### src/verilog/prmirc_cfg.svh
// constants of the port mac ingress rate control block
// Notes on behaviour
// - Back pressure is applied on the port only while its enable is set.
// - Back pressure acts only in half duplex, never in full duplex.
// - Full duplex uses pause flow control under its own enable.
// - With pass-all clear, crc, oversize and undersize frames are dropped.
// - With pass-all set, bad frames go out marked for mirroring only.
// - Flow control frame filtering ignores pass-all; a global input rules.
// - Basis bit set limits per port, clear limits per frame priority.
// - Packet mode bit set counts packets, clear counts bytes.
// - Rate flow control bit set asserts flow control when rate exceeded.
// - Rate flow control needs port flow control and partner advert.
// - Limit mode picks counted frames: all, b+m+flood, b+m, b only.
// - Count ifg bit adds twelve bytes per frame to the byte cost.
// - Count preamble bit adds eight bytes per frame to the byte cost.
// - Preamble counting is ignored while packet mode is on.
// - Transmit flow control enable permits or forbids sending flow control.
// - Priority limits are staged and all commit on the priority 7 write.
`ifndef PRMIRC_CFG_SVH
`define PRMIRC_CFG_SVH
`define PRMIRC_A_MAC1      8'h01
`define PRMIRC_A_RATE      8'h03
`define PRMIRC_A_PRIO0     8'h10
`define PRMIRC_A_PRIO7     8'h17
`define PRMIRC_A_OWNCTL    8'h20
`define PRMIRC_A_STAT      8'h21
`define PRMIRC_A_DROPS     8'h22
`define PRMIRC_MAC1_BP     3
`define PRMIRC_MAC1_PASS   0
`define PRMIRC_MAC1_WMASK  8'hbf
`define PRMIRC_RATE_PORT   6
`define PRMIRC_RATE_PPS    5
`define PRMIRC_RATE_FC     4
`define PRMIRC_RATE_MHI    3
`define PRMIRC_RATE_MLO    2
`define PRMIRC_RATE_IFG    1
`define PRMIRC_RATE_PRE    0
`define PRMIRC_RATE_WMASK  8'h7f
`define PRMIRC_PRIO_WMASK  8'h7f
`define PRMIRC_OWN_TXFC    0
`define PRMIRC_REG_RST     8'h00
`define PRMIRC_IFG_BYTES   18'd12
`define PRMIRC_PRE_BYTES   18'd8
`define PRMIRC_MIN_LEN     11'd64
`define PRMIRC_MAX_LEN     11'd1522
`define PRMIRC_BKT_W       18
`define PRMIRC_BKT_MAX     18'h0ffff
`define PRMIRC_BYTE_CREDIT 18'd125
`define PRMIRC_CLK_NS      8
`define PRMIRC_REFILL_NS   1000
`define PRMIRC_REFILL_CYC  (`PRMIRC_REFILL_NS / `PRMIRC_CLK_NS)
`define PRMIRC_HOLD_NS     512
`define PRMIRC_HOLD_CYC    (`PRMIRC_HOLD_NS / `PRMIRC_CLK_NS)
`endif

### src/verilog/prmirc_pkg.sv
// types of the port mac ingress rate control block
`include "prmirc_cfg.svh"
package prmirc_pkg;
    // one received frame as seen at its end
    typedef struct packed {
        logic [10:0] len;
        logic [2:0]  prio;
        logic        bcast;
        logic        mcast;
        logic        flood;
        logic        crc_err;
        logic        fc_frame;
    } prmirc_desc_s;
    // a frame handed on to the fabric
    typedef struct packed {
        prmirc_desc_s desc;
        logic         mirror_only;
        logic         over_rate;
    } prmirc_fwd_s;
    typedef enum logic [1:0] {
        LM_ALL = 2'b00,
        LM_BMF = 2'b01,
        LM_BM  = 2'b10,
        LM_BC  = 2'b11
    } prmirc_lmode_e;
    typedef logic [`PRMIRC_BKT_W-1:0] prmirc_bkt_t;
endpackage

### src/verilog/prmirc_top.sv
// port mac control with ingress rate limiting and frame filtering
//
// Decided for this implementation: the placing of the registers and the plain strobed port.
module prmirc_top
    import prmirc_pkg::*;
(
    input  logic         clk,          // core clock, 125 mhz
    input  logic         rst,          // async reset, high
    input  logic [7:0]   reg_addr,     // register address
    input  logic [7:0]   reg_wdata,    // register write data
    input  logic         reg_wr,       // write strobe
    input  logic         reg_rd,       // read strobe
    output logic [7:0]   reg_rdata,    // read data, cycle after rd
    input  logic         half_duplex,  // link runs half duplex
    input  logic         fc_adv,       // partner flow control agreed
    input  logic         fc_filter_en, // global fc frame filter
    input  logic         in_valid,     // frame descriptor valid
    input  prmirc_desc_s in_desc,      // frame descriptor
    output logic         in_ready,     // descriptor taken
    output logic         out_valid,    // forwarded frame valid
    output prmirc_fwd_s  out_data,     // forwarded frame
    input  logic         out_ready,    // fabric accepts
    output logic         bp_assert,    // half duplex back pressure
    output logic         pause_req     // full duplex pause request
);
    localparam int HOLD_CYC   = `PRMIRC_HOLD_CYC;
    localparam int REFILL_CYC = `PRMIRC_REFILL_CYC;

    // register state, staged and live limits, token buckets and timers
    logic [7:0]  mac1;
    logic [7:0]  rate;
    logic [7:0]  ownctl;
    logic [6:0]  stage [8];
    logic [6:0]  lim_act [8];
    logic [7:0]  drops;
    prmirc_bkt_t bkt [8];
    prmirc_bkt_t next_bkt [8];
    logic [6:0]  refill_cnt;
    logic        tick;
    logic [6:0]  hold_cnt;

    // decision terms
    logic        accept;
    logic        bad;
    logic        fc_drop;
    logic [2:0]  idx;
    logic [6:0]  code;
    logic        counted;
    logic        limited;
    prmirc_bkt_t cost;
    logic        over;
    logic        rl_fc;
    logic        drop;
    logic        push;
    logic        congested;
    prmirc_fwd_s push_data;
    logic        buf_ready;
    prmirc_lmode_e lmode;

    // field views
    logic bp_en;
    logic pass_all;
    logic port_based;
    logic pps_mode;
    logic rate_fc;
    logic ifg_en;
    logic pre_en;
    logic txfc_en;

    assign bp_en      = mac1[`PRMIRC_MAC1_BP];
    assign pass_all   = mac1[`PRMIRC_MAC1_PASS];
    assign port_based = rate[`PRMIRC_RATE_PORT];
    assign pps_mode   = rate[`PRMIRC_RATE_PPS];
    assign rate_fc    = rate[`PRMIRC_RATE_FC];
    assign ifg_en     = rate[`PRMIRC_RATE_IFG];
    assign pre_en     = rate[`PRMIRC_RATE_PRE];
    assign txfc_en    = ownctl[`PRMIRC_OWN_TXFC];
    assign lmode      = prmirc_lmode_e'(
        rate[`PRMIRC_RATE_MHI:`PRMIRC_RATE_MLO]);

    // saturating add keeps a long idle from wrapping a bucket
    function automatic prmirc_bkt_t sat_add(
        input prmirc_bkt_t a,
        input prmirc_bkt_t b
    );
        logic [`PRMIRC_BKT_W:0] s;
        s = {1'b0, a} + {1'b0, b};
        if (s > {1'b0, `PRMIRC_BKT_MAX}) begin
            return `PRMIRC_BKT_MAX;
        end
        return s[`PRMIRC_BKT_W-1:0];
    endfunction

    // register writes; reserved read-only bits are masked off
    always_ff @(posedge clk or posedge rst) begin
        if (rst) begin
            mac1   <= `PRMIRC_REG_RST;
            rate   <= `PRMIRC_REG_RST;
            ownctl <= `PRMIRC_REG_RST;
        end else if (reg_wr) begin
            if (reg_addr == `PRMIRC_A_MAC1) begin
                mac1 <= reg_wdata & `PRMIRC_MAC1_WMASK;
            end
            if (reg_addr == `PRMIRC_A_RATE) begin
                rate <= reg_wdata & `PRMIRC_RATE_WMASK;
            end
            if (reg_addr == `PRMIRC_A_OWNCTL) begin
                ownctl <= {7'h00, reg_wdata[`PRMIRC_OWN_TXFC]};
            end
        end
    end

    // limits are staged per priority, all go live on the last one
    always_ff @(posedge clk or posedge rst) begin
        if (rst) begin
            for (int i = 0; i < 8; i++) begin
                stage[i]   <= 7'h00;
                lim_act[i] <= 7'h00;
            end
        end else if (reg_wr && reg_addr[7:3] == 5'(`PRMIRC_A_PRIO0 >> 3)) begin
            stage[reg_addr[2:0]] <= reg_wdata[6:0];
            if (reg_addr == `PRMIRC_A_PRIO7) begin
                for (int i = 0; i < 7; i++) begin
                    lim_act[i] <= stage[i];
                end
                lim_act[7] <= reg_wdata[6:0];
            end
        end
    end

    // read data stands only in the cycle after the strobe
    always_ff @(posedge clk or posedge rst) begin
        if (rst) begin
            reg_rdata <= 8'h00;
        end else if (!reg_rd) begin
            reg_rdata <= 8'h00;
        end else if (reg_addr[7:3] == 5'(`PRMIRC_A_PRIO0 >> 3)) begin
            reg_rdata <= {1'b0, stage[reg_addr[2:0]]};
        end else begin
            unique case (reg_addr)
                `PRMIRC_A_MAC1:   reg_rdata <= mac1;
                `PRMIRC_A_RATE:   reg_rdata <= rate;
                `PRMIRC_A_OWNCTL: reg_rdata <= ownctl;
                `PRMIRC_A_STAT:   reg_rdata <= {4'h0, half_duplex,
                                    (hold_cnt != 7'h00), bp_assert,
                                    pause_req};
                `PRMIRC_A_DROPS:  reg_rdata <= drops;
                default:          reg_rdata <= 8'h00;
            endcase
        end
    end

    // frame classification at the descriptor port
    assign accept  = in_valid && in_ready;
    assign bad     = in_desc.crc_err ||
                     in_desc.len > `PRMIRC_MAX_LEN ||
                     in_desc.len < `PRMIRC_MIN_LEN;
    assign fc_drop = in_desc.fc_frame && fc_filter_en;
    assign idx     = port_based ? 3'h0 : in_desc.prio;
    assign code    = lim_act[idx];

    // which frames count against the limit
    always_comb begin
        unique case (lmode)
            LM_ALL: counted = 1'b1;
            LM_BMF: counted = in_desc.bcast || in_desc.mcast ||
                              in_desc.flood;
            LM_BM:  counted = in_desc.bcast || in_desc.mcast;
            LM_BC:  counted = in_desc.bcast;
        endcase
    end

    // code zero means the full line rate, so no limit at all
    assign limited = counted && code != 7'h00;

    // cost of one frame in packets or in bytes
    always_comb begin
        if (pps_mode) begin
            cost = prmirc_bkt_t'(1);
        end else begin
            cost = prmirc_bkt_t'(in_desc.len);
            if (ifg_en) begin
                cost = cost + `PRMIRC_IFG_BYTES;
            end
            if (pre_en) begin
                cost = cost + `PRMIRC_PRE_BYTES;
            end
        end
    end

    assign over  = limited && bkt[idx] < cost;
    // rate flow control needs both port and partner permission
    assign rl_fc = rate_fc && txfc_en && fc_adv;
    assign drop  = fc_drop ||
                   (bad && !pass_all) ||
                   (over && !rl_fc);
    assign push  = accept && !drop;

    // bad frames that survive are marked for mirror ports only
    always_comb begin
        push_data             = '0;
        push_data.desc        = in_desc;
        push_data.mirror_only = bad;
        push_data.over_rate   = over;
    end

    // refill tick; the period sets the meaning of one code step
    always_ff @(posedge clk or posedge rst) begin
        if (rst) begin
            refill_cnt <= 7'h00;
            tick       <= 1'b0;
        end else if (refill_cnt == 7'(REFILL_CYC - 1)) begin
            refill_cnt <= 7'h00;
            tick       <= 1'b1;
        end else begin
            refill_cnt <= refill_cnt + 7'h01;
            tick       <= 1'b0;
        end
    end

    // debit on the frame forwarded, credit on the tick
    always_comb begin
        for (int i = 0; i < 8; i++) begin
            next_bkt[i] = bkt[i];
            if (push && limited && idx == 3'(i)) begin
                // frames let through under flow control empty it
                next_bkt[i] = over ? '0 : bkt[i] - cost;
            end
            if (tick) begin
                next_bkt[i] = sat_add(next_bkt[i], pps_mode ?
                    prmirc_bkt_t'(lim_act[i]) :
                    prmirc_bkt_t'(lim_act[i] * `PRMIRC_BYTE_CREDIT));
            end
        end
    end

    // token buckets, full after reset
    always_ff @(posedge clk or posedge rst) begin
        if (rst) begin
            for (int i = 0; i < 8; i++) begin
                bkt[i] <= `PRMIRC_BKT_MAX;
            end
        end else begin
            for (int i = 0; i < 8; i++) begin
                bkt[i] <= next_bkt[i];
            end
        end
    end

    // hold flow control a while after each rate overrun under rate flow control
    always_ff @(posedge clk or posedge rst) begin
        if (rst) begin
            hold_cnt <= 7'h00;
        end else if (accept && over && rl_fc) begin
            hold_cnt <= 7'(HOLD_CYC);
        end else if (hold_cnt != 7'h00) begin
            hold_cnt <= hold_cnt - 7'h01;
        end
    end

    // a full buffer also asks the partner to slow down
    assign congested = hold_cnt != 7'h00 || !buf_ready;

    // pick the mechanism from the duplex of the link
    always_ff @(posedge clk or posedge rst) begin
        if (rst) begin
            bp_assert <= 1'b0;
            pause_req <= 1'b0;
        end else begin
            bp_assert <= half_duplex && bp_en && congested;
            pause_req <= !half_duplex && txfc_en && fc_adv &&
                         congested;
        end
    end

    // dropped frame count, sticks at the top; a write clears it
    always_ff @(posedge clk or posedge rst) begin
        if (rst) begin
            drops <= 8'h00;
        end else if (accept && drop) begin
            // a drop in the clearing cycle still counts
            if (reg_wr && reg_addr == `PRMIRC_A_DROPS) begin
                drops <= 8'h01;
            end else if (drops != 8'hff) begin
                drops <= drops + 8'h01;
            end
        end else if (reg_wr && reg_addr == `PRMIRC_A_DROPS) begin
            drops <= 8'h00;
        end
    end

    // a stalled fabric loses no frame
    prmirc_buf2 u_buf (
        .clk     (clk),
        .rst     (rst),
        .s_valid (in_valid && !drop),
        .s_data  (push_data),
        .s_ready (buf_ready),
        .m_valid (out_valid),
        .m_data  (out_data),
        .m_ready (out_ready)
    );

    // dropped frames also wait on the buffer before they are taken
    assign in_ready = buf_ready;

    // back pressure follows its enable and the duplex
    bp_gate_a: assert property (
        @(posedge clk) disable iff (rst)
        bp_assert |-> $past(bp_en) && $past(half_duplex))
        else $error("back pressure without enable in half duplex");

    // no back pressure in full duplex
    bp_half_a: assert property (
        @(posedge clk) disable iff (rst)
        !half_duplex ##1 !half_duplex |-> !bp_assert)
        else $error("back pressure raised in full duplex");

    // pause only in full duplex and with transmit flow control
    pause_gate_a: assert property (
        @(posedge clk) disable iff (rst)
        pause_req |-> $past(!half_duplex) && $past(txfc_en))
        else $error("pause without full duplex or enable");

    // bad frames are dropped unless pass-all is set
    bad_drop_a: assert property (
        @(posedge clk) disable iff (rst)
        accept && bad && !pass_all |-> !push)
        else $error("bad frame forwarded with pass-all clear");

    // a forwarded bad frame reaches the output marked mirror only
    mirror_mark_a: assert property (
        @(posedge clk) disable iff (rst)
        push && bad && out_ready && !out_valid |=>
        out_valid && out_data.mirror_only)
        else $error("bad frame not marked mirror only");

    // filtered flow control frames go even with pass-all set
    fc_filter_a: assert property (
        @(posedge clk) disable iff (rst)
        accept && in_desc.fc_frame && fc_filter_en |-> !push)
        else $error("filtered flow control frame forwarded");

    // staging writes leave live limits alone
    stage_hold_a: assert property (
        @(posedge clk) disable iff (rst)
        reg_wr && reg_addr == `PRMIRC_A_PRIO0 |=>
        lim_act[0] == $past(lim_act[0]))
        else $error("limit took effect before commit");

    // the priority 7 write commits every staged limit
    commit_a: assert property (
        @(posedge clk) disable iff (rst)
        reg_wr && reg_addr == `PRMIRC_A_PRIO7 |=>
        lim_act[0] == stage[0] && lim_act[7] == $past(reg_wdata[6:0]))
        else $error("staged limits not committed");

    // excess frames without rate flow control are discarded
    over_drop_a: assert property (
        @(posedge clk) disable iff (rst)
        accept && over && !rl_fc |-> !push)
        else $error("excess frame forwarded");

    // an overrun under rate flow control starts the full hold
    hold_start_a: assert property (
        @(posedge clk) disable iff (rst)
        accept && over && rl_fc |=> hold_cnt == 7'(HOLD_CYC))
        else $error("flow control hold not started");

    // without partner permission a rate overrun never holds
    rlfc_need_a: assert property (
        @(posedge clk) disable iff (rst)
        hold_cnt == 7'h00 && !fc_adv |=> hold_cnt == 7'h00)
        else $error("rate flow control without permission");
endmodule

### src/verilog/prmirc_buf2.sv
// two-entry buffer with registered outputs on both sides
module prmirc_buf2
    import prmirc_pkg::*;
(
    input  logic        clk,     // core clock
    input  logic        rst,     // async reset
    input  logic        s_valid, // write side valid
    input  prmirc_fwd_s s_data,  // write side word
    output logic        s_ready, // write side ready
    output logic        m_valid, // read side valid
    output prmirc_fwd_s m_data,  // read side word
    input  logic        m_ready  // read side ready
);
    logic        spare_v;
    prmirc_fwd_s spare;
    logic        take;
    logic        head_free;

    assign take      = s_valid && s_ready;
    assign head_free = !m_valid || m_ready;

    // head feeds the reader, spare catches the word of a stall
    always_ff @(posedge clk or posedge rst) begin
        if (rst) begin
            m_valid <= 1'b0;
            m_data  <= '0;
            spare_v <= 1'b0;
            spare   <= '0;
            s_ready <= 1'b1;
        end else if (head_free) begin
            m_valid <= spare_v || take;
            spare_v <= 1'b0;
            s_ready <= 1'b1;
            if (spare_v) begin
                m_data <= spare;
            end else if (take) begin
                m_data <= s_data;
            end
        end else begin
            if (take) begin
                spare   <= s_data;
                spare_v <= 1'b1;
            end
            s_ready <= !(spare_v || take);
        end
    end
endmodule

### config.mk
export PLATFORM = sky130hd
export DESIGN_NAME = prmirc_top
export DESIGN_NICKNAME = d
export VERILOG_FILES = /design/src/verilog/prmirc_pkg.sv /design/src/verilog/prmirc_top.sv /design/src/verilog/prmirc_buf2.sv
export VERILOG_INCLUDE_DIRS = /design/src /design/src/verilog
export SDC_FILE = /design/constraint.sdc
export NUM_CORES = 2
export LEC_CHECK = 0
export BUFFER_PORTS_ARGS = -buffer_cell sky130_fd_sc_hd__buf_2
export CAP_MARGIN = 20
export CELL_PAD_IN_SITES_DETAIL_PLACEMENT = 1
export CELL_PAD_IN_SITES_GLOBAL_PLACEMENT = 1
export CORE_ASPECT_RATIO = 0.5
export CORE_MARGIN = 8
export CORE_UTILIZATION = 42
export DETAILED_ROUTE_END_ITERATION = 6
export GPL_ROUTABILITY_DRIVEN = 1
export GPL_TIMING_DRIVEN = 0
export HOLD_SLACK_MARGIN = 0.12
export PLACE_DENSITY_LB_ADDON = 0.1
export SYNTH_ARGS = -nofsm -noshare
export SYNTH_HDL_FRONTEND = slang
export SYNTH_SLANG_ARGS = --single-unit
### constraint.sdc
create_clock -name clk -period 31.4 [get_ports clk]
set_input_delay 6.28 -clock clk [delete_from_list [all_inputs] [get_ports clk]]
set_output_delay 6.28 -clock clk [all_outputs]
set_load 0.02 [all_outputs]
Yosys cells after proc, flatten, opt, wreduce, memory -nomap -nowiden. Cells that the tools add are included.

$add $sub $neg: 21. Multiply operators: 8. $lt $le $gt $ge: 14. Eq/ne operators: 19. Muxes and demuxes: 98. Bitwise gates (word level): 3. Reductions and logical operators: 63.

Operators with widths (count): 2-to-1 mux 18 bit (45); adder 18 x 14 -> 19 bit (8); > comparator 19 x 16 -> 1 bit, second input constant (8); subtractor 18 bit (8); multiplier 7 x 7 -> 14 bit, second input constant (8); 2-to-1 mux 14 bit (8); bitwise mux 56 bit (1); 2-to-1 mux 7 bit (8); binary-select mux 18 bit (select 3 bit) (1); 2-to-1 mux 8 bit (6); binary-select mux 7 bit (select 3 bit) (2); 2-to-1 mux 21 bit (2); one-hot mux 8 bit (5 select lines) (1); logical AND 1 bit (31); == test 8 x 6 -> 1 bit, second input constant (3); demux 7 bit (select 3 bit) (1); 2-to-1 mux 1 bit (20); adder 18 x 4 -> 18 bit, second input constant (1); < comparator 18 bit (1); AND reduction 2 bit (7); nonzero test 7 bit (2); adder 11 x 4 -> 12 bit, second input constant (1); == test 3 bit, second input constant (4); 2-to-1 mux 12 bit (1); 26 further kinds (48).

Flip-flop bits (word level): 349. Input bits: 44. Output and inout port bits: 33. Word-level logic and storage cells: 281.

Depth between registers and ports, before layout.
Word-level depth: 21. Depth in mapped cells: 39. Gate-level depth less buffers: 35.

Hierarchy. Synthesis repeated with hierarchy kept, for this count alone.

Cells, all modules: 4395. Area, all modules: 39034.9 um^2.

By module, submodules not included: prmirc_top (times used 1, cells an instance 4272, area each 36915.4 um^2, seq. area each 7767.4 um^2); prmirc_buf2 (times used 1, cells an instance 123, area each 2119.5 um^2, seq. area each 1127.3 um^2).

Worst setup path before layout. No wires, ideal clock.

Path kind: input port to flip-flop. Start point: input in_desc[10] (netlist bit). End point: register bkt[131] (netlist bit). Library setup time: 0.076 ns. Arrival: 13.335 ns. Required time: 31.324 ns. Setup slack: 17.989 ns. Stages: 36. Path buffers: 5. Cells stage by stage: inv_1 > ha_1 > nand2b_1 > xnor2_1 > ha_1 > nand2_1 > or3_1 > nor3_1 > a21oi_1 > o22ai_1 > nand3b_1 > ha_1 > and4_1 > a21oi_1 > and3_1 > o2111ai_2 > nor2_2 > buf_2 > buf_2 > buf_1 > o31ai_1 > ha_1 > fa_1 > a211oi_1 > o21bai_1 > o311a_1 > a311o_1 > nor3_1 > o31ai_1 > o211ai_1 > o21ai_1 > mux2_2 > and2_1 > buf_2 > buf_6 > a31oi_2.

RTL lines: start: declaration (line prmirc_top.sv:18) `input prmirc_desc_s in_desc,`; end signal: indexed assignment (line prmirc_top.sv:241) `` bkt[i] <= `PRMIRC_BKT_MAX; ``; end signal: indexed assignment (line prmirc_top.sv:245) `bkt[i] <= next_bkt[i];`; end: declaration (line prmirc_top.sv:36) `prmirc_bkt_t bkt [8];`.

==> impl_metrics.tcl <==
set metrics [dict create \
    outcome "complete, no violations" \
    cts_buffers 40 \
    finalMaxSlewViolations 0 \
    synth_top_family_by_area "adder cells" \
    crit_top_cell "buf_2" \
    worst_pin_slew_ns 1.18 \
    yosysWarnings 0 \
    multi_input_area_um2 27200 \
    synth_edf_count 0 \
    rows 78 \
    clk_pin_slew_ns 0.06 \
    worstSetupStartpointType "input port" \
    pwr-share-seq_pct 24.9 \
    cts_sinks 349 \
    r2r_start "rate[1]$_DFFE_PP0P_" \
    grt_overflow 0 \
    clk_latency_ns 0.64 \
    worst_ep_required_time_ns 31.95 \
    maxCapViolations 0 \
    drt_iter0_drc 2450 \
    tritoncts "yes" \
    leakage_nw 19.7 \
    synth_compound_area_share_pct 20.2 \
    async_reset_ff_share_pct 100 \
    skew_ns 0.0455 \
    fin_crit_ns 16.15 \
    critPathKind "in -> reg" \
    via_per_inst 6.03 \
    drc_errors 0 \
    cp-end-kind "flop" \
    grt_pass1_vias 35400 \
    antenna_left 0 \
    power_switching_share_pct 46.5 \
    worstPathArrival_ns 16.70 \
    regArea_um2 8890 \
    routedWlPerCell_um 26.7 \
    period_share_pct 51.4 \
    place.gp.congestion 0.973 \
    netSwitchingPower_mw 1.36 \
    drive_above_1_share_pct 11.8 \
    post-dp-hpwl_um 122000 \
    hold_violations 0 \
    ir_worst_vdd_uv 43.4 \
    ys.flop_type "dfrtp_1" \
    post-cts-setup-buffer-count 0 \
    hold_class "reg -> reg" \
    post_cts_resized 0 \
    drt_pass1_iterations 7 \
    grt_pass1_wl_um 225000 \
    cts-root-buf "clkbuf_16" \
    power.total_mw 2.93 \
    cts_buffer_depth 3 \
    route.vias.total 34100 \
    slowest_stage "clkbuf_1" \
    syn-cell-area_um2 38000 \
    die_x_um 441 \
    dieHeight_um 229 \
    worstHoldStart "hold_cnt[6]$_DFFE_PP0P_" \
    maxSlewHeadroom_pct 21.1 \
    final_nets 5124 \
    routed_wl_um 151000 \
    postCtsHoldBufs 0 \
    ys_ff_latch 349 \
    p_int_mw 1.57 \
    comb_power_share_pct 57.7 \
    syn_to_final_growth_pct 9.78 \
    grt_usage_pct 29.2 \
    fillers 10500 \
    fmaxAchievable_ghz 0.0619 \
    grt_antenna_before_repair 16 \
    io_pins 77 \
    synthXorXnorAreaFrac_pct 6.20 \
    syn-mean-instance-area_um2 8.89 \
    core_area_um2 90100 \
    cts_htree_levels 2 \
    power.share.clock_pct 17.4 \
    synth_cell_type_count 109 \
    startpoint "in_desc[5]" \
    ys_seq_area_share_pct 23.4 \
    rsz0062_at_grt "false" \
    crit_fanout 10 \
    fin_setup_tns_ns 0 \
    start_util_pct 42.2 \
    synth-simple-area-share_pct 14.5 \
    cpPeakStageDelay_ns 0.85 \
    synthAdderAreaFrac_pct 25.1 \
    port_buffers 65 \
    setup_viol 0 \
    syn_inst 4271 \
    grt_max_degree 120 \
    dieArea_um2 101000 \
    pwr_density_cell_nw_per_um2 70.3 \
    synth.area.mux_share_pct 5.55 \
]
-- cell type report --
type                    instances  area share [%]
diodes                          2          0.0120
clock inverters                22           0.630
well taps                    1200            3.60
clock buffers                  51            2.60
multi-input cells            3464            65.4
plain buffers                 157            1.73
repair buffers                 92            1.95
inverters                     309            2.80
flip-flops and latches        349            21.3
-- routing by layer --
layer	GRT usage, %	part of all wire (%)
met1	42.2	46
met2	44.6	43
met3	5.65	8.1
met4	7.36	2.7
met5	0	0.0086
-- cell usage after synthesis (17+ instances only) --
library cell / n / area [um^2]
a211oi_1: 28 / 210
a21oi_1: 270 / 1350
fa_1: 160 / 3200
a31oi_1: 42 / 263
dfstp_2: 129 / 3390
o211ai_1: 18 / 135
and3_1: 34 / 213
nand2_1: 397 / 1490
o41ai_1: 17 / 149
o31ai_1: 22 / 165
xor2_1: 101 / 885
o22ai_1: 27 / 169
mux2_2: 111 / 1250
clkbuf_1: 103 / 387
nand2b_1: 70 / 438
dfrtp_1: 220 / 5510
or3_1: 25 / 156
inv_1: 309 / 1160
a21o_1: 90 / 676
nor2b_1: 41 / 257
and2_1: 29 / 181
o22a_1: 65 / 569
o21a_1: 40 / 300
o21bai_1: 47 / 353
buf_2: 20 / 100
nor2_1: 360 / 1350
ha_1: 507 / 6340
nand3_1: 60 / 300
nor4_1: 25 / 156
mux2i_1: 61 / 611
nor3_1: 81 / 405
a22o_1: 25 / 219
o21ai_0: 269 / 1350
xnor2_1: 168 / 1470
-- state kept, by name, summed over array words and instances (netlist names), 8 cells and up --
| name | count |
|---|---|
| bkt | 144 |
| stage | 56 |
| u_buf.m_data | 21 |
| lim_act | 56 |
| u_buf.spare | 21 |
| reg_rdata | 8 |
| drops | 8 |
-- cell usage in the layout, fill, tap and decap left out, types with 14 or more instances in the layout --
cell,synthesis,layout
a22o_1,25,25
nor2b_1,41,41
o41ai_1,17,17
o22ai_1,27,27
o221ai_1,15,15
dfstp_2,129,129
dfrtp_1,220,220
a21o_1,90,90
o21a_1,40,40
clkbuf_1,103,108
fa_1,160,160
ha_1,507,507
nor2_1,360,360
o21ai_0,269,269
o31ai_1,22,22
mux2i_1,61,61
nor3_1,81,81
a211oi_1,28,28
or3_1,25,25
nand3_1,60,60
a31oi_1,42,42
nand2_1,397,397
buf_8,0,16
or2_2,14,14
o22a_1,65,65
nor4_1,25,25
xnor2_1,168,168
a21oi_1,270,270
inv_1,309,308
mux2_2,111,111
xor2_1,101,101
buf_2,20,87
clkbuf_16,0,40
o21bai_1,47,47
and2_1,29,29
nand2b_1,70,70
and3_1,34,34
a31oi_2,15,15
o211ai_1,18,18
-- stage by stage --
stage	hold slack [ns]	setup slack [ns]	utilization, %	instances	area [um^2]
3_3_place_gp	0.461	10.63	44.2	5544	39800
5_1_grt	0.517	15.00	46.3	5644	41700
3_5_place_dp	0.468	14.91	44.8	5569	40300
2_1_floorplan	0.441	15.66	-	4279	38000
4_1_cts	0.483	15.52	46.2	5642	41700
6_report	0.480	15.25	46.3	5646	41700
-- cell families (layout without fill, tap and decap cells) --
| logic type | Yosys count | after routing |
|---|---|---|
| buf+inv | 466 | 631 |
| fa+ha+maj | 667 | 667 |
| simple gates | 1196 | 1196 |
| flops | 349 | 349 |
| compound gates | 1139 | 1139 |
| mux | 184 | 184 |
| other cells | 1 | 11 |
| xor+xnor | 269 | 269 |
-- power by group through the flow --
stage / registers, mW / logic, mW / clock network [mW]
6_report: 0.731 / 1.69 / 0.510
2_1_floorplan: 0.671 / 1.25 / 0
3_3_place_gp: 0.732 / 1.59 / 0
5_1_grt: 0.738 / 1.86 / 0.532
4_1_cts: 0.727 / 1.67 / 0.517
3_5_place_dp: 0.733 / 1.66 / 0
-- worst max-delay path, delay by kind of cell --
family | cells | cell delay [ns]
buffers and inverters | 11 | 4.39
AO/OA/AOI/OAI | 14 | 3.37
AND/OR/NAND/NOR | 6 | 1.28
adder cells (fa/ha/maj) | 3 | 1.03
multiplexers | 1 | 0.30
-- final timing paths --
kind | endpoint | slack (ns) | depth (start not counted)
hold reg to reg | hold_cnt[6]$_DFFE_PP0P_ | 0.48 | 1
setup / recovery | bkt[136]$_DFF_PP1_ | 15.25 | 35
hold / removal | hold_cnt[6]$_DFFE_PP0P_ | 0.48 | 1
max in group asynchronous | bkt[84]$_DFF_PP1_ | 24.34 | 4
min in group asynchronous | mac1[4]$_DFFE_PP0P_ | 5.66 | 2
setup reg to reg | bkt[136]$_DFF_PP1_ | 20.70 | 38
(Power assumes the default switching activity.)
